===== config.mk =====
export PLATFORM = sky130hd
export DESIGN_NAME = sgc_smbus_gpio
export DESIGN_NICKNAME = d
export VERILOG_FILES = /design/src/include/sgc_pkg.sv /design/src/logic/sgc_gpio_pin.sv /design/src/logic/sgc_smbus_gpio.sv /design/src/logic/sgc_sync.sv
export SDC_FILE = /design/constraint.sdc
export NUM_CORES = 1
export LEC_CHECK = 0
export BUFFER_PORTS_ARGS = -buffer_cell sky130_fd_sc_hd__buf_2
export CORE_MARGIN = 4
export CORE_UTILIZATION = 61
export CTS_CLUSTER_SIZE = 14
export DETAILED_ROUTE_END_ITERATION = 6
export GPL_TIMING_DRIVEN = 0
export HOLD_SLACK_MARGIN = 0.06
export PLACE_DENSITY_LB_ADDON = 0.3
export SLEW_MARGIN = 20
export SYNTH_ARGS = -nofsm -noshare
export SYNTH_HDL_FRONTEND = slang
export SYNTH_SLANG_ARGS = --single-unit

===== constraint.sdc =====
create_clock -name i_sys_clk -period 2.7 [get_ports i_sys_clk]
set_input_delay 0.54 -clock i_sys_clk [delete_from_list [all_inputs] [get_ports i_sys_clk]]
set_output_delay 0.54 -clock i_sys_clk [all_outputs]
set_load 0.01 [all_outputs]

===== src/include/sgc_pkg.sv =====
// Shared constants and types for the configuration bus target and pin block.
// Assumes one system clock; all pin and analog status inputs are asynchronous.
package sgc_pkg;
	////////////////////////////////////////////////////////////////////////////
	localparam logic [7:0] SGC_REG_SOFT_RST = 8'h00;
	localparam logic [7:0] SGC_REG_DEV_ADDR = 8'h01;
	localparam logic [7:0] SGC_REG_PIN0 = 8'h02;
	localparam logic [7:0] SGC_REG_PIN1 = 8'h03;
	localparam logic [7:0] SGC_REG_PIN2 = 8'h04;
	localparam logic [7:0] SGC_REG_PIN_LVL = 8'h05;
	localparam int SGC_SOFT_RST_BIT = 0;
	localparam logic [6:0] SGC_DEV_ADDR_RST = 7'h2d;
	localparam logic [7:0] SGC_PIN_CTRL_RST = 8'h00;
	localparam logic [2:0] SGC_HOST_OUT_RST = 3'h0;
	////////////////////////////////////////////////////////////////////////////
	localparam logic [3:0] SGC_FN_HOST_OUT = 4'h0;
	localparam logic [3:0] SGC_FN_HOST_IN = 4'h1;
	localparam logic [3:0] SGC_FN_STAT = 4'h2;
	localparam logic [3:0] SGC_FN_ALT1 = 4'h3;
	localparam logic [3:0] SGC_FN_ALT2 = 4'h4;
	localparam logic [1:0] SGC_BIAS_NONE = 2'h0;
	localparam logic [1:0] SGC_BIAS_DOWN = 2'h1;
	localparam logic [1:0] SGC_BIAS_UP = 2'h2;
	localparam logic [4:0] SGC_DIV20_LAST = 5'h09;
	localparam logic [7:0] SGC_CCLK_LAST = 8'h3f;
	////////////////////////////////////////////////////////////////////////////
	typedef struct packed {
		logic [3:0] func;
		logic [1:0] bias;
		logic in_en;
		logic out_en;
	} sgc_pin_ctrl_s;

	typedef struct packed {
		logic out;
		logic oe;
		logic pu;
		logic pd;
		logic ibe;
	} sgc_pad_s;

	typedef enum logic [2:0] {
		SGC_ST_IDLE = 3'b000,
		SGC_ST_RX = 3'b001,
		SGC_ST_RXACK = 3'b010,
		SGC_ST_TX = 3'b011,
		SGC_ST_TXACK = 3'b100
	} sgc_state_e;

	typedef enum logic [1:0] {
		SGC_KIND_ADDR = 2'b00,
		SGC_KIND_IDX = 2'b01,
		SGC_KIND_DATA = 2'b10
	} sgc_kind_e;
endpackage : sgc_pkg


===== src/logic/sgc_gpio_pin.sv =====
// One general-purpose pin: registered pad controls and gated input level.
// Assumes the pad level arrives already synchronised.
`timescale 1ns/1ps
module sgc_gpio_pin (
	input wire logic i_sys_clk,
	input wire logic i_sys_rst,
	input sgc_pkg::sgc_pin_ctrl_s i_ctrl,
	input wire logic i_src_ok,
	input wire logic i_src_lvl,
	input wire logic i_pin_lvl,
	output sgc_pkg::sgc_pad_s o_pad,
	output logic o_in_lvl
);
	import sgc_pkg::*;

	always_ff @(posedge i_sys_clk) begin
		if (i_sys_rst) begin
			o_pad <= '0;
			o_in_lvl <= 1'b0;
		end else begin
			o_pad.out <= i_src_lvl;
			o_pad.oe <= i_ctrl.out_en & i_src_ok; // [RULE18] [RULE23]
			o_pad.pu <= (i_ctrl.bias == SGC_BIAS_UP); // [RULE16]
			o_pad.pd <= (i_ctrl.bias == SGC_BIAS_DOWN); // [RULE16]
			o_pad.ibe <= i_ctrl.in_en; // [RULE17]
			o_in_lvl <= i_ctrl.in_en & i_pin_lvl; // [RULE17]
		end
	end
endmodule : sgc_gpio_pin


===== src/logic/sgc_smbus_gpio.sv =====
// Configuration bus target with register file and three general-purpose pins.
// Assumes open-drain bus pins resolved outside; status inputs are asynchronous,
// clock ticks are one-cycle pulses already on i_sys_clk.
//
// Functional notes
// RULE1 - Plain bus target: address match, index, data; no address resolution.
// RULE2 - Bus is ignored and data released while the select input is low.
// RULE3 - Data line changes only while the clock line is low.
// RULE4 - Start and stop are detected as data edges during clock high.
// RULE5 - Eight bits MSB first, then one acknowledge bit from the receiver.
// RULE6 - Acknowledge drives data low; not-acknowledge leaves it released.
// RULE7 - Host writes address with direction low, index, then data.
// RULE8 - Index increments after each stored byte for following bytes.
// RULE9 - Host ends a write with a stop after the last acknowledge.
// RULE10 - Read: index write, repeated start, address with direction high.
// RULE11 - Host not-acknowledge on a read byte makes the target stop driving.
// RULE12 - Each pin has a control register; upper nibble picks the function.
// RULE13 - Pin 0: host output, host input, input-0 signal present.
// RULE14 - Pin 1: reset status, output, input, input-1 present, loop lock.
// RULE15 - Pin 2: output, input, constant clock, transmit and recovered clock /20.
// RULE16 - Bits 3:2 pick bias: none, pulldown, pullup, reserved.
// RULE17 - Bit 1 enables the input buffer; cleared for output use.
// RULE18 - Bit 0 enables the driver; zero means high impedance.
// RULE19 - Value 21h in pin 0 control drives input-0 presence out.
// RULE20 - Several targets on one bus should each get a select line.
// RULE21 - Soft reset restores defaults but keeps the changed device address.
// RULE22 - Power-on or reset pin low restores every register default.
// RULE23 - Undefined function codes leave the pin in high impedance.
`timescale 1ns/1ps
module sgc_smbus_gpio (
	input wire logic i_sys_clk,
	input wire logic i_sys_rst,
	input wire logic i_reset_n,
	input wire logic i_config_bus_select,
	input wire logic i_scl,
	input wire logic i_sda,
	output logic o_sda_out,
	output logic o_sda_oe,
	input wire logic i_sig_det0,
	input wire logic i_sig_det1,
	input wire logic i_cdr_lock,
	input wire logic i_txclk_tick,
	input wire logic i_cdrclk_tick,
	input wire logic [2:0] i_pin,
	output sgc_pkg::sgc_pad_s o_pad0,
	output sgc_pkg::sgc_pad_s o_pad1,
	output sgc_pkg::sgc_pad_s o_pad2
);
	import sgc_pkg::*;

	////////////////////////////////////////////////////////////////////////////
	// Returns {source valid, source level}; host input and unknown codes do not drive.
	function automatic logic [1:0] pin_sel(input logic [1:0] n, input logic [3:0] fn,
			input logic host, input logic [7:0] st);
		logic [1:0] r;
		r = 2'b00;
		if (fn == SGC_FN_HOST_OUT) begin
			r = {1'b1, host};
		end else if (fn == SGC_FN_STAT) begin
			r = {1'b1, st[n]}; // [RULE13] [RULE14] [RULE15]
		end else if (fn == SGC_FN_ALT1 && n != 2'd0) begin
			r = {1'b1, st[{1'b0, n} + 3'd2]}; // [RULE14] [RULE15]
		end else if (fn == SGC_FN_ALT2 && n != 2'd0) begin
			r = {1'b1, st[{1'b0, n} + 3'd4]}; // [RULE14] [RULE15]
		end
		return r; // [RULE23]
	endfunction : pin_sel

	function automatic logic [4:0] div_step(input logic [4:0] c);
		return (c == SGC_DIV20_LAST) ? 5'h00 : c + 5'h01;
	endfunction : div_step

	////////////////////////////////////////////////////////////////////////////
	logic [3:0] bus_f;
	logic [5:0] stat_f;
	logic cs_f;
	logic scl_f;
	logic sda_f;
	logic rst_all;
	logic scl_p_q;
	logic sda_p_q;
	logic scl_rise;
	logic scl_fall;
	logic start;
	logic stop;

	sgc_sync #(.W(4), .RSTV(4'hf)) u_bus_sync (
		.i_sys_clk(i_sys_clk),
		.i_sys_rst(i_sys_rst),
		.i_async({i_reset_n, i_sda, i_scl, i_config_bus_select}),
		.o_level(bus_f)
	);

	sgc_sync #(.W(6), .RSTV(6'h00)) u_stat_sync (
		.i_sys_clk(i_sys_clk),
		.i_sys_rst(i_sys_rst),
		.i_async({i_pin, i_cdr_lock, i_sig_det1, i_sig_det0}),
		.o_level(stat_f)
	);

	assign cs_f = bus_f[0];
	assign scl_f = bus_f[1];
	assign sda_f = bus_f[2];
	assign rst_all = i_sys_rst | ~bus_f[3]; // [RULE22]

	always_ff @(posedge i_sys_clk) begin
		if (i_sys_rst) begin
			scl_p_q <= 1'b1;
			sda_p_q <= 1'b1;
		end else begin
			scl_p_q <= scl_f;
			sda_p_q <= sda_f;
		end
	end

	assign scl_rise = scl_f & ~scl_p_q;
	assign scl_fall = ~scl_f & scl_p_q;
	assign start = cs_f & scl_f & scl_p_q & sda_p_q & ~sda_f; // [RULE4]
	assign stop = cs_f & scl_f & scl_p_q & ~sda_p_q & sda_f; // [RULE4]

	////////////////////////////////////////////////////////////////////////////
	sgc_state_e st_q;
	sgc_kind_e kind_q;
	logic [2:0] bit_q;
	logic [7:0] sh_q;
	logic [7:0] idx_q;
	logic rd_q;
	logic ack_q;
	logic ack_on_q;
	logic drive_q;
	logic [7:0] rx_byte;
	logic byte_done;
	logic wr_en;
	logic [7:0] rd_data;
	logic [6:0] dev_addr_q;
	logic [7:0] ctrl_q [0:2];
	logic [2:0] host_out_q;
	logic [2:0] in_lvl;
	logic por_q;

	assign rx_byte = {sh_q[6:0], sda_f};
	assign byte_done = (st_q == SGC_ST_RX) && scl_rise && (bit_q == 3'd7);
	assign wr_en = byte_done && (kind_q == SGC_KIND_DATA); // [RULE7]

	always_comb begin
		case (idx_q)
			SGC_REG_DEV_ADDR: rd_data = {1'b0, dev_addr_q};
			SGC_REG_PIN0: rd_data = ctrl_q[0];
			SGC_REG_PIN1: rd_data = ctrl_q[1];
			SGC_REG_PIN2: rd_data = ctrl_q[2];
			SGC_REG_PIN_LVL: rd_data = {1'b0, in_lvl, 1'b0, host_out_q};
			default: rd_data = 8'h00;
		endcase
	end

	// The bus engine stops at any point the select drops, so a half transfer never
	// leaves the data line held low by this target.
	always_ff @(posedge i_sys_clk) begin
		if (rst_all || !cs_f) begin // [RULE2]
			st_q <= SGC_ST_IDLE;
			drive_q <= 1'b0;
			kind_q <= SGC_KIND_ADDR;
			bit_q <= 3'd0;
			ack_on_q <= 1'b0;
		end else if (start) begin // [RULE4] [RULE10]
			st_q <= SGC_ST_RX;
			kind_q <= SGC_KIND_ADDR;
			bit_q <= 3'd0;
			drive_q <= 1'b0;
			ack_on_q <= 1'b0;
		end else if (stop) begin // [RULE9]
			st_q <= SGC_ST_IDLE;
			drive_q <= 1'b0;
		end else begin
			case (st_q)
				SGC_ST_RX: begin
					if (scl_rise) begin
						bit_q <= bit_q + 3'd1;
						if (bit_q == 3'd7) begin // [RULE5]
							st_q <= SGC_ST_RXACK;
							ack_on_q <= 1'b0;
						end
					end
				end
				SGC_ST_RXACK: begin
					if (scl_fall && !ack_on_q) begin
						drive_q <= ack_q; // [RULE6] [RULE3]
						ack_on_q <= 1'b1;
					end else if (scl_fall) begin
						ack_on_q <= 1'b0;
						bit_q <= 3'd0;
						if (!ack_q) begin
							st_q <= SGC_ST_IDLE;
							drive_q <= 1'b0;
						end else if (kind_q == SGC_KIND_ADDR && rd_q) begin // [RULE10]
							st_q <= SGC_ST_TX;
							drive_q <= ~rd_data[7];
						end else begin
							st_q <= SGC_ST_RX;
							drive_q <= 1'b0;
							kind_q <= (kind_q == SGC_KIND_ADDR) ? SGC_KIND_IDX : SGC_KIND_DATA;
						end
					end
				end
				SGC_ST_TX: begin
					if (scl_fall) begin
						if (bit_q == 3'd7) begin
							st_q <= SGC_ST_TXACK;
							drive_q <= 1'b0;
							ack_on_q <= 1'b0;
						end else begin
							bit_q <= bit_q + 3'd1;
							drive_q <= ~sh_q[6]; // [RULE5] [RULE3]
						end
					end
				end
				SGC_ST_TXACK: begin
					if (scl_rise && sda_f) begin
						st_q <= SGC_ST_IDLE; // [RULE11]
					end else if (scl_rise) begin
						ack_on_q <= 1'b1;
					end else if (scl_fall && ack_on_q) begin
						st_q <= SGC_ST_TX;
						bit_q <= 3'd0;
						drive_q <= ~rd_data[7];
					end
				end
				default: begin
					st_q <= SGC_ST_IDLE;
					drive_q <= 1'b0;
				end
			endcase
		end
	end

	// Shift register, acknowledge decision and register index.
	always_ff @(posedge i_sys_clk) begin
		if (rst_all) begin
			sh_q <= 8'h00;
			idx_q <= 8'h00;
			rd_q <= 1'b0;
			ack_q <= 1'b0;
		end else begin
			if (st_q == SGC_ST_RX && scl_rise) begin
				sh_q <= rx_byte;
			end
			if (st_q == SGC_ST_RXACK && scl_fall && ack_on_q) begin
				sh_q <= rd_data;
			end else if (st_q == SGC_ST_TXACK && scl_fall && ack_on_q) begin
				sh_q <= rd_data;
			end else if (st_q == SGC_ST_TX && scl_fall) begin
				sh_q <= {sh_q[6:0], 1'b0};
			end
			if (byte_done) begin
				case (kind_q)
					SGC_KIND_ADDR: begin
						ack_q <= (rx_byte[7:1] == dev_addr_q); // [RULE1]
						rd_q <= rx_byte[0];
					end
					SGC_KIND_IDX: begin
						ack_q <= 1'b1;
						idx_q <= rx_byte;
					end
					default: begin
						ack_q <= 1'b1;
						idx_q <= idx_q + 8'h01; // [RULE8]
					end
				endcase
			end
			if (st_q == SGC_ST_TXACK && scl_rise && !sda_f) begin
				idx_q <= idx_q + 8'h01;
			end
		end
	end

	always_ff @(posedge i_sys_clk) begin
		if (i_sys_rst) begin
			o_sda_oe <= 1'b0;
			o_sda_out <= 1'b0;
		end else begin
			o_sda_oe <= drive_q;
			o_sda_out <= 1'b0;
		end
	end

	////////////////////////////////////////////////////////////////////////////
	always_ff @(posedge i_sys_clk) begin
		if (rst_all) begin // [RULE22]
			dev_addr_q <= SGC_DEV_ADDR_RST;
			ctrl_q <= '{SGC_PIN_CTRL_RST, SGC_PIN_CTRL_RST, SGC_PIN_CTRL_RST};
			host_out_q <= SGC_HOST_OUT_RST;
		end else if (wr_en) begin
			case (idx_q)
				SGC_REG_SOFT_RST: begin
					if (rx_byte[SGC_SOFT_RST_BIT]) begin // [RULE21]
						ctrl_q <= '{SGC_PIN_CTRL_RST, SGC_PIN_CTRL_RST, SGC_PIN_CTRL_RST};
						host_out_q <= SGC_HOST_OUT_RST;
					end
				end
				SGC_REG_DEV_ADDR: dev_addr_q <= rx_byte[6:0];
				SGC_REG_PIN0: ctrl_q[0] <= rx_byte; // [RULE12]
				SGC_REG_PIN1: ctrl_q[1] <= rx_byte;
				SGC_REG_PIN2: ctrl_q[2] <= rx_byte;
				SGC_REG_PIN_LVL: host_out_q <= rx_byte[2:0];
				default: host_out_q <= host_out_q;
			endcase
		end
	end

	////////////////////////////////////////////////////////////////////////////
	logic [4:0] tx_cnt_q;
	logic [4:0] cdr_cnt_q;
	logic [7:0] cc_cnt_q;
	logic tx20_q;
	logic cdr20_q;
	logic cclk_q;
	logic [7:0] srcs;
	logic [1:0] sel [0:2];

	always_ff @(posedge i_sys_clk) begin
		if (rst_all) begin
			por_q <= 1'b1;
		end else begin
			por_q <= 1'b0;
		end
	end

	// Output dividers toggle every tenth tick, giving one twentieth of the tick rate.
	always_ff @(posedge i_sys_clk) begin
		if (rst_all) begin
			tx_cnt_q <= 5'h00;
			cdr_cnt_q <= 5'h00;
			tx20_q <= 1'b0;
			cdr20_q <= 1'b0;
		end else begin
			if (i_txclk_tick) begin
				tx_cnt_q <= div_step(tx_cnt_q);
				tx20_q <= tx20_q ^ (tx_cnt_q == SGC_DIV20_LAST); // [RULE15]
			end
			if (i_cdrclk_tick) begin
				cdr_cnt_q <= div_step(cdr_cnt_q);
				cdr20_q <= cdr20_q ^ (cdr_cnt_q == SGC_DIV20_LAST); // [RULE15]
			end
		end
	end

	always_ff @(posedge i_sys_clk) begin
		if (rst_all) begin
			cc_cnt_q <= 8'h00;
			cclk_q <= 1'b0;
		end else if (cc_cnt_q == SGC_CCLK_LAST) begin
			cc_cnt_q <= 8'h00;
			cclk_q <= ~cclk_q;
		end else begin
			cc_cnt_q <= cc_cnt_q + 8'h01;
		end
	end

	// Index by pin: STAT at n, ALT1 at n+2, ALT2 at n+4.
	// Status bits come through the synchroniser, so the vector follows each status input change four clock edges later.
	assign srcs = {1'b0, cdr20_q, por_q, tx20_q, stat_f[2], cclk_q, stat_f[1], stat_f[0]};

	always_comb begin
		for (int p = 0; p < 3; p++) begin
			sel[p] = pin_sel(2'(p), ctrl_q[p][7:4], host_out_q[p], srcs);
		end
	end

	sgc_gpio_pin u_pin0 (
		.i_sys_clk(i_sys_clk),
		.i_sys_rst(rst_all),
		.i_ctrl(sgc_pin_ctrl_s'(ctrl_q[0])),
		.i_src_ok(sel[0][1]),
		.i_src_lvl(sel[0][0]),
		.i_pin_lvl(stat_f[3]),
		.o_pad(o_pad0),
		.o_in_lvl(in_lvl[0])
	);

	sgc_gpio_pin u_pin1 (
		.i_sys_clk(i_sys_clk),
		.i_sys_rst(rst_all),
		.i_ctrl(sgc_pin_ctrl_s'(ctrl_q[1])),
		.i_src_ok(sel[1][1]),
		.i_src_lvl(sel[1][0]),
		.i_pin_lvl(stat_f[4]),
		.o_pad(o_pad1),
		.o_in_lvl(in_lvl[1])
	);

	sgc_gpio_pin u_pin2 (
		.i_sys_clk(i_sys_clk),
		.i_sys_rst(rst_all),
		.i_ctrl(sgc_pin_ctrl_s'(ctrl_q[2])),
		.i_src_ok(sel[2][1]),
		.i_src_lvl(sel[2][0]),
		.i_pin_lvl(stat_f[5]),
		.o_pad(o_pad2),
		.o_in_lvl(in_lvl[2])
	);

	////////////////////////////////////////////////////////////////////////////
	property p_cs_release;
		@(posedge i_sys_clk) disable iff (i_sys_rst)
		!cs_f |=> ##1 !o_sda_oe;
	endproperty
	a_cs_release: assert property (p_cs_release) else $error("data held with select low"); // [RULE2]

	property p_sda_stable;
		@(posedge i_sys_clk) disable iff (i_sys_rst)
		($past(scl_f) && scl_f && $past(cs_f) && !$past(start) && !$past(stop)
			&& !$past(rst_all)) |=> $stable(o_sda_oe);
	endproperty
	a_sda_stable: assert property (p_sda_stable) else $error("data moved with clock high"); // [RULE3]

	property p_start_rx;
		@(posedge i_sys_clk) disable iff (rst_all)
		start |=> (st_q == SGC_ST_RX) && (bit_q == 3'd0) && (kind_q == SGC_KIND_ADDR);
	endproperty
	a_start_rx: assert property (p_start_rx) else $error("start not taken"); // [RULE4]

	property p_idx_ack;
		@(posedge i_sys_clk) disable iff (rst_all)
		(byte_done && kind_q == SGC_KIND_IDX && !start && !stop && cs_f)
			|=> st_q == SGC_ST_RXACK && ack_q && idx_q == $past(rx_byte);
	endproperty
	a_idx_ack: assert property (p_idx_ack) else $error("index byte not acked"); // [RULE5]

	property p_addr_ack;
		@(posedge i_sys_clk) disable iff (rst_all)
		(byte_done && kind_q == SGC_KIND_ADDR) |=> ack_q == ($past(rx_byte[7:1]) == dev_addr_q);
	endproperty
	a_addr_ack: assert property (p_addr_ack) else $error("address match wrong"); // [RULE1]

	property p_autoinc;
		@(posedge i_sys_clk) disable iff (rst_all)
		wr_en |=> idx_q == $past(idx_q) + 8'h01;
	endproperty
	a_autoinc: assert property (p_autoinc) else $error("index not incremented"); // [RULE8]

	property p_nack_stop;
		@(posedge i_sys_clk) disable iff (rst_all)
		(st_q == SGC_ST_TXACK && scl_rise && sda_f && cs_f && !start && !stop)
			|=> st_q == SGC_ST_IDLE ##1 !o_sda_oe;
	endproperty
	a_nack_stop: assert property (p_nack_stop) else $error("read not ended on nack"); // [RULE11]

	property p_soft_rst;
		@(posedge i_sys_clk) disable iff (rst_all)
		(wr_en && idx_q == SGC_REG_SOFT_RST && rx_byte[SGC_SOFT_RST_BIT])
			|=> ctrl_q[0] == SGC_PIN_CTRL_RST && dev_addr_q == $past(dev_addr_q);
	endproperty
	a_soft_rst: assert property (p_soft_rst) else $error("soft reset wrong"); // [RULE21]

	property p_reserved_hiz;
		@(posedge i_sys_clk) disable iff (rst_all)
		(ctrl_q[0][7:4] > SGC_FN_STAT || ctrl_q[0][7:4] == SGC_FN_HOST_IN) |=> !o_pad0.oe;
	endproperty
	a_reserved_hiz: assert property (p_reserved_hiz) else $error("pin driven on bad code"); // [RULE23]

	property p_pin0_status;
		@(posedge i_sys_clk) disable iff (rst_all)
		ctrl_q[0] == 8'h21 |=> o_pad0.oe && !o_pad0.ibe && !o_pad0.pu && !o_pad0.pd
			&& o_pad0.out == $past(stat_f[0]);
	endproperty
	a_pin0_status: assert property (p_pin0_status) else $error("pin 0 status wrong"); // [RULE19]

	c_write: cover property (@(posedge i_sys_clk) disable iff (rst_all) wr_en);
	c_read_nack: cover property (@(posedge i_sys_clk) disable iff (rst_all)
		st_q == SGC_ST_TXACK && scl_rise && sda_f);
	c_read_burst: cover property (@(posedge i_sys_clk) disable iff (rst_all)
		st_q == SGC_ST_TXACK && scl_rise && !sda_f);
endmodule : sgc_smbus_gpio


===== src/logic/sgc_sync.sv =====
// Three-flop synchroniser with a level filter for asynchronous inputs.
// Assumes the inputs are quasi-static compared with the system clock.
`timescale 1ns/1ps
module sgc_sync #(
	parameter int W = 1,
	parameter logic [W-1:0] RSTV = '0
) (
	input wire logic i_sys_clk,
	input wire logic i_sys_rst,
	input wire logic [W-1:0] i_async,
	output logic [W-1:0] o_level
);
	logic [W-1:0] s1_q;
	logic [W-1:0] s2_q;
	logic [W-1:0] s3_q;

	always_ff @(posedge i_sys_clk) begin
		if (i_sys_rst) begin
			s1_q <= RSTV;
			s2_q <= RSTV;
			s3_q <= RSTV;
		end else begin
			s1_q <= i_async;
			s2_q <= s1_q;
			s3_q <= s2_q;
		end
	end

	// A bit only moves once the last two stages agree, which drops one-cycle glitches.
	always_ff @(posedge i_sys_clk) begin
		if (i_sys_rst) begin
			o_level <= RSTV;
		end else begin
			for (int b = 0; b < W; b++) begin
				if (s2_q[b] == s3_q[b]) begin
					o_level[b] <= s3_q[b];
				end
			end
		end
	end
endmodule : sgc_sync


==> flow_metrics.tcl <==
set metrics [dict create \
    gp_congestion 0.9351 \
    synth_top_area_cell "dfxtp_1" \
    start_util_pct 62.56 \
    period_needed_ns 2.478 \
    grt_first_pass_wirelength_mm 25.61 \
    slew_violations 0 \
    cts_tree "done" \
    yosysTopAreaCellShare_pct 47.15 \
    critical_path_class "reg -> reg" \
    die_x_um 108.1 \
    clk_pin_slew_ns 0.06 \
    fmax_ghz 0.4035 \
    slew_headroom_pct 54.09 \
    powerDensity_nw_per_um2 646.2 \
    mostFrequentLayoutCell "dfxtp_1" \
    hold_viol_final 0 \
    final_antenna_net_count 0 \
    vias 5351 \
    drc 0 \
    drt_iter0_drc 596 \
    drt-total-wl_mm 15.28 \
    required_ns 3.17 \
    grt_max_degree 17 \
    dieArea_sq_um 11690 \
    final_util_pct 71.43 \
    placed_cells 830 \
    chipHeight_um 108.1 \
    syn2layout_area_growth_pct 14.18 \
    worst_slack_ns 0.2217 \
    synth_seq_area_share_pct 47.15 \
    h-tree-depth 4 \
    io_pins 31 \
    synth.ff_latch_count 144 \
    netlist_area_sq_um 6115 \
    viasPerCell 6.215 \
    layout_common_cells "dfxtp_1, nor2_1, a21oi_1" \
    p_leak_nw 2.712 \
    grt_pass1_vias 5141 \
    post-place-ws_ns 0.1858 \
    rows 36 \
    yosys-top-cells-area "dfxtp_1, a21oi_1, nor2_1, a22o_1, o21ai_0" \
    power_mw 4.512 \
    layoutNonFillerInstCount 861 \
    synth_warnings 0 \
    synth_cell_type_count 68 \
    syn-num-nets 695 \
    wl_per_cell_um 17.75 \
    grt-ovfl-total 0 \
    clk_latency_ns 0.53 \
    ir_drop_mv 0.5375 \
    drive_gt1_share_pct 13.32 \
    fin_hold_ws_ns 0.1896 \
    design_area_sq_um 6982 \
    grt_usage_pct 27.95 \
    rsz0062_at_grt "no" \
    coreArea_sq_um 9774 \
    hold_class "in -> reg" \
    drv_cap 0 \
    syn-instance-count 670 \
    cts_buffer_depth 2 \
    dpl-instance-area_sq_um 6416 \
    worstPathArrival_ns 2.95 \
    layout.nets 740 \
    postCtsSetupBuffers 0 \
    dr.pass1.iters 6 \
    tns_ns 0 \
    finClkSkew_ns 0.008636 \
    path_max_fanout 10 \
    synth_ff_type "dfxtp_1" \
    crit_path_end_kind "register" \
    root_buffer "clkbuf_8" \
    setup_viol 0 \
    synth_edf_count 0 \
    antenna_found_initial 0 \
    status "finished, final reports clean" \
    worst_pin_slew_ns 0.6824 \
    portBuffers 27 \
    dpl.hpwl_mm 10.74 \
    start_kind "register" \
    cts.sinks 144 \
    antennaDiodeCount 0 \
    numCtsBuffers 17 \
    avgSynthCellArea_sq_um 9.126 \
    ys_async_sr_fraction_pct 0 \
    min_period_over_period_pct 91.79 \
]
==> registers in the layout, indices dropped and copies added (netlist names), 6 cells and up <==
signal and flops:
u_stat_sync.o_level 6, cc_cnt_q 8, dev_addr_q 7, ctrl_q 24, u_stat_sync.s1_q 6, idx_q 8, u_stat_sync.s2_q 6, u_stat_sync.s3_q 6
sh_q 7
==> kinds of logic after synthesis <==
group / count (synthesis) / synth area share [%]
and+or+nand+nor: 251 / 22.43
DFF: 144 / 47.15
AOI/OAI and AO/OA: 168 / 18.76
muxes: 12 / 2.005
xor gates and xnor gates: 25 / 3.581
buffers and inverters: 58 / 3.765
adders and majority gates: 11 / 2.251
other: 1 / 0.06133
==> final timing paths <==
path                            from  slack [ns]  cells after the start                  to
setup / recovery            idx_q[0]        0.22                      7           ctrl_q[7]
hold / removal                 i_sda        0.19                      2  u_bus_sync.s1_q[2]
setup reg to reg            idx_q[0]        0.22                      7           ctrl_q[7]
hold reg to reg   u_bus_sync.s1_q[2]        0.41                      1  u_bus_sync.s2_q[2]
==> cell type report <==
type	count	area, sq um
Multi-Input combinational cell	468	3008
Sequential cell	144	2883
Timing Repair Buffer	27	135.1
Tap cell	133	166.4
Inverter	15	56.30
Fill cell	756	2793
Clock inverter	15	148.9
Clock buffer	17	414.1
Buffer	42	170.2
==> worst max-delay path, stage by stage (launching register included) <==
cell and delay, ns:
dfxtp_1 0.35, inv_1 0.11, ha_1 0.19, clkbuf_1 0.37
buf_1 0.45, nand4_1 0.26, nor2_1 0.48, a22o_1 0.20
==> report_power, final <==
group / switching [mW] / internal, mW / total, mW
sequential: 0.0235 / 2.16 / 2.18
clock: 1.00 / 1.18 / 2.18
combinational: 0.0933 / 0.0552 / 0.149
==> per-layer routing <==
metal / GRT usage, % / vias to the layer above / routed length, um
met3: 6.627 / 60 / 1237
met2: 45.25 / 279 / 7185
met4: 12.80 / 0 / 560
met5: 0 / - / 0
li1: - / 2496 / -
met1: 35.42 / 2516 / 6295
==> synthesized netlist by cell type, drive strengths merged, types with 3 or more instances <==
cell	instances
a211oi	5
a21oi	48
a221oi	12
a222oi	7
a22o	19
a22oi	5
a31oi	5
and2	6
and3	12
buf	11
clkbuf	32
dfxtp	144
ha	11
inv	15
mux2i	10
nand2	42
nand2b	14
nand3	21
nand3b	4
nand4	8
nor2	61
nor2b	24
nor3	14
nor3b	11
o211ai	6
o21ai	34
o21bai	5
o22ai	3
or2	15
or3	5
or3b	4
xnor2	9
xor2	16
==> what timing repair did <==
action / in CTS / in global routing
resized for setup: 0 / 1
hold buffers: 0 / 0
endpoints found under the setup margin: 0 / 6
Note: power is estimated with default switching activity, not from simulation.
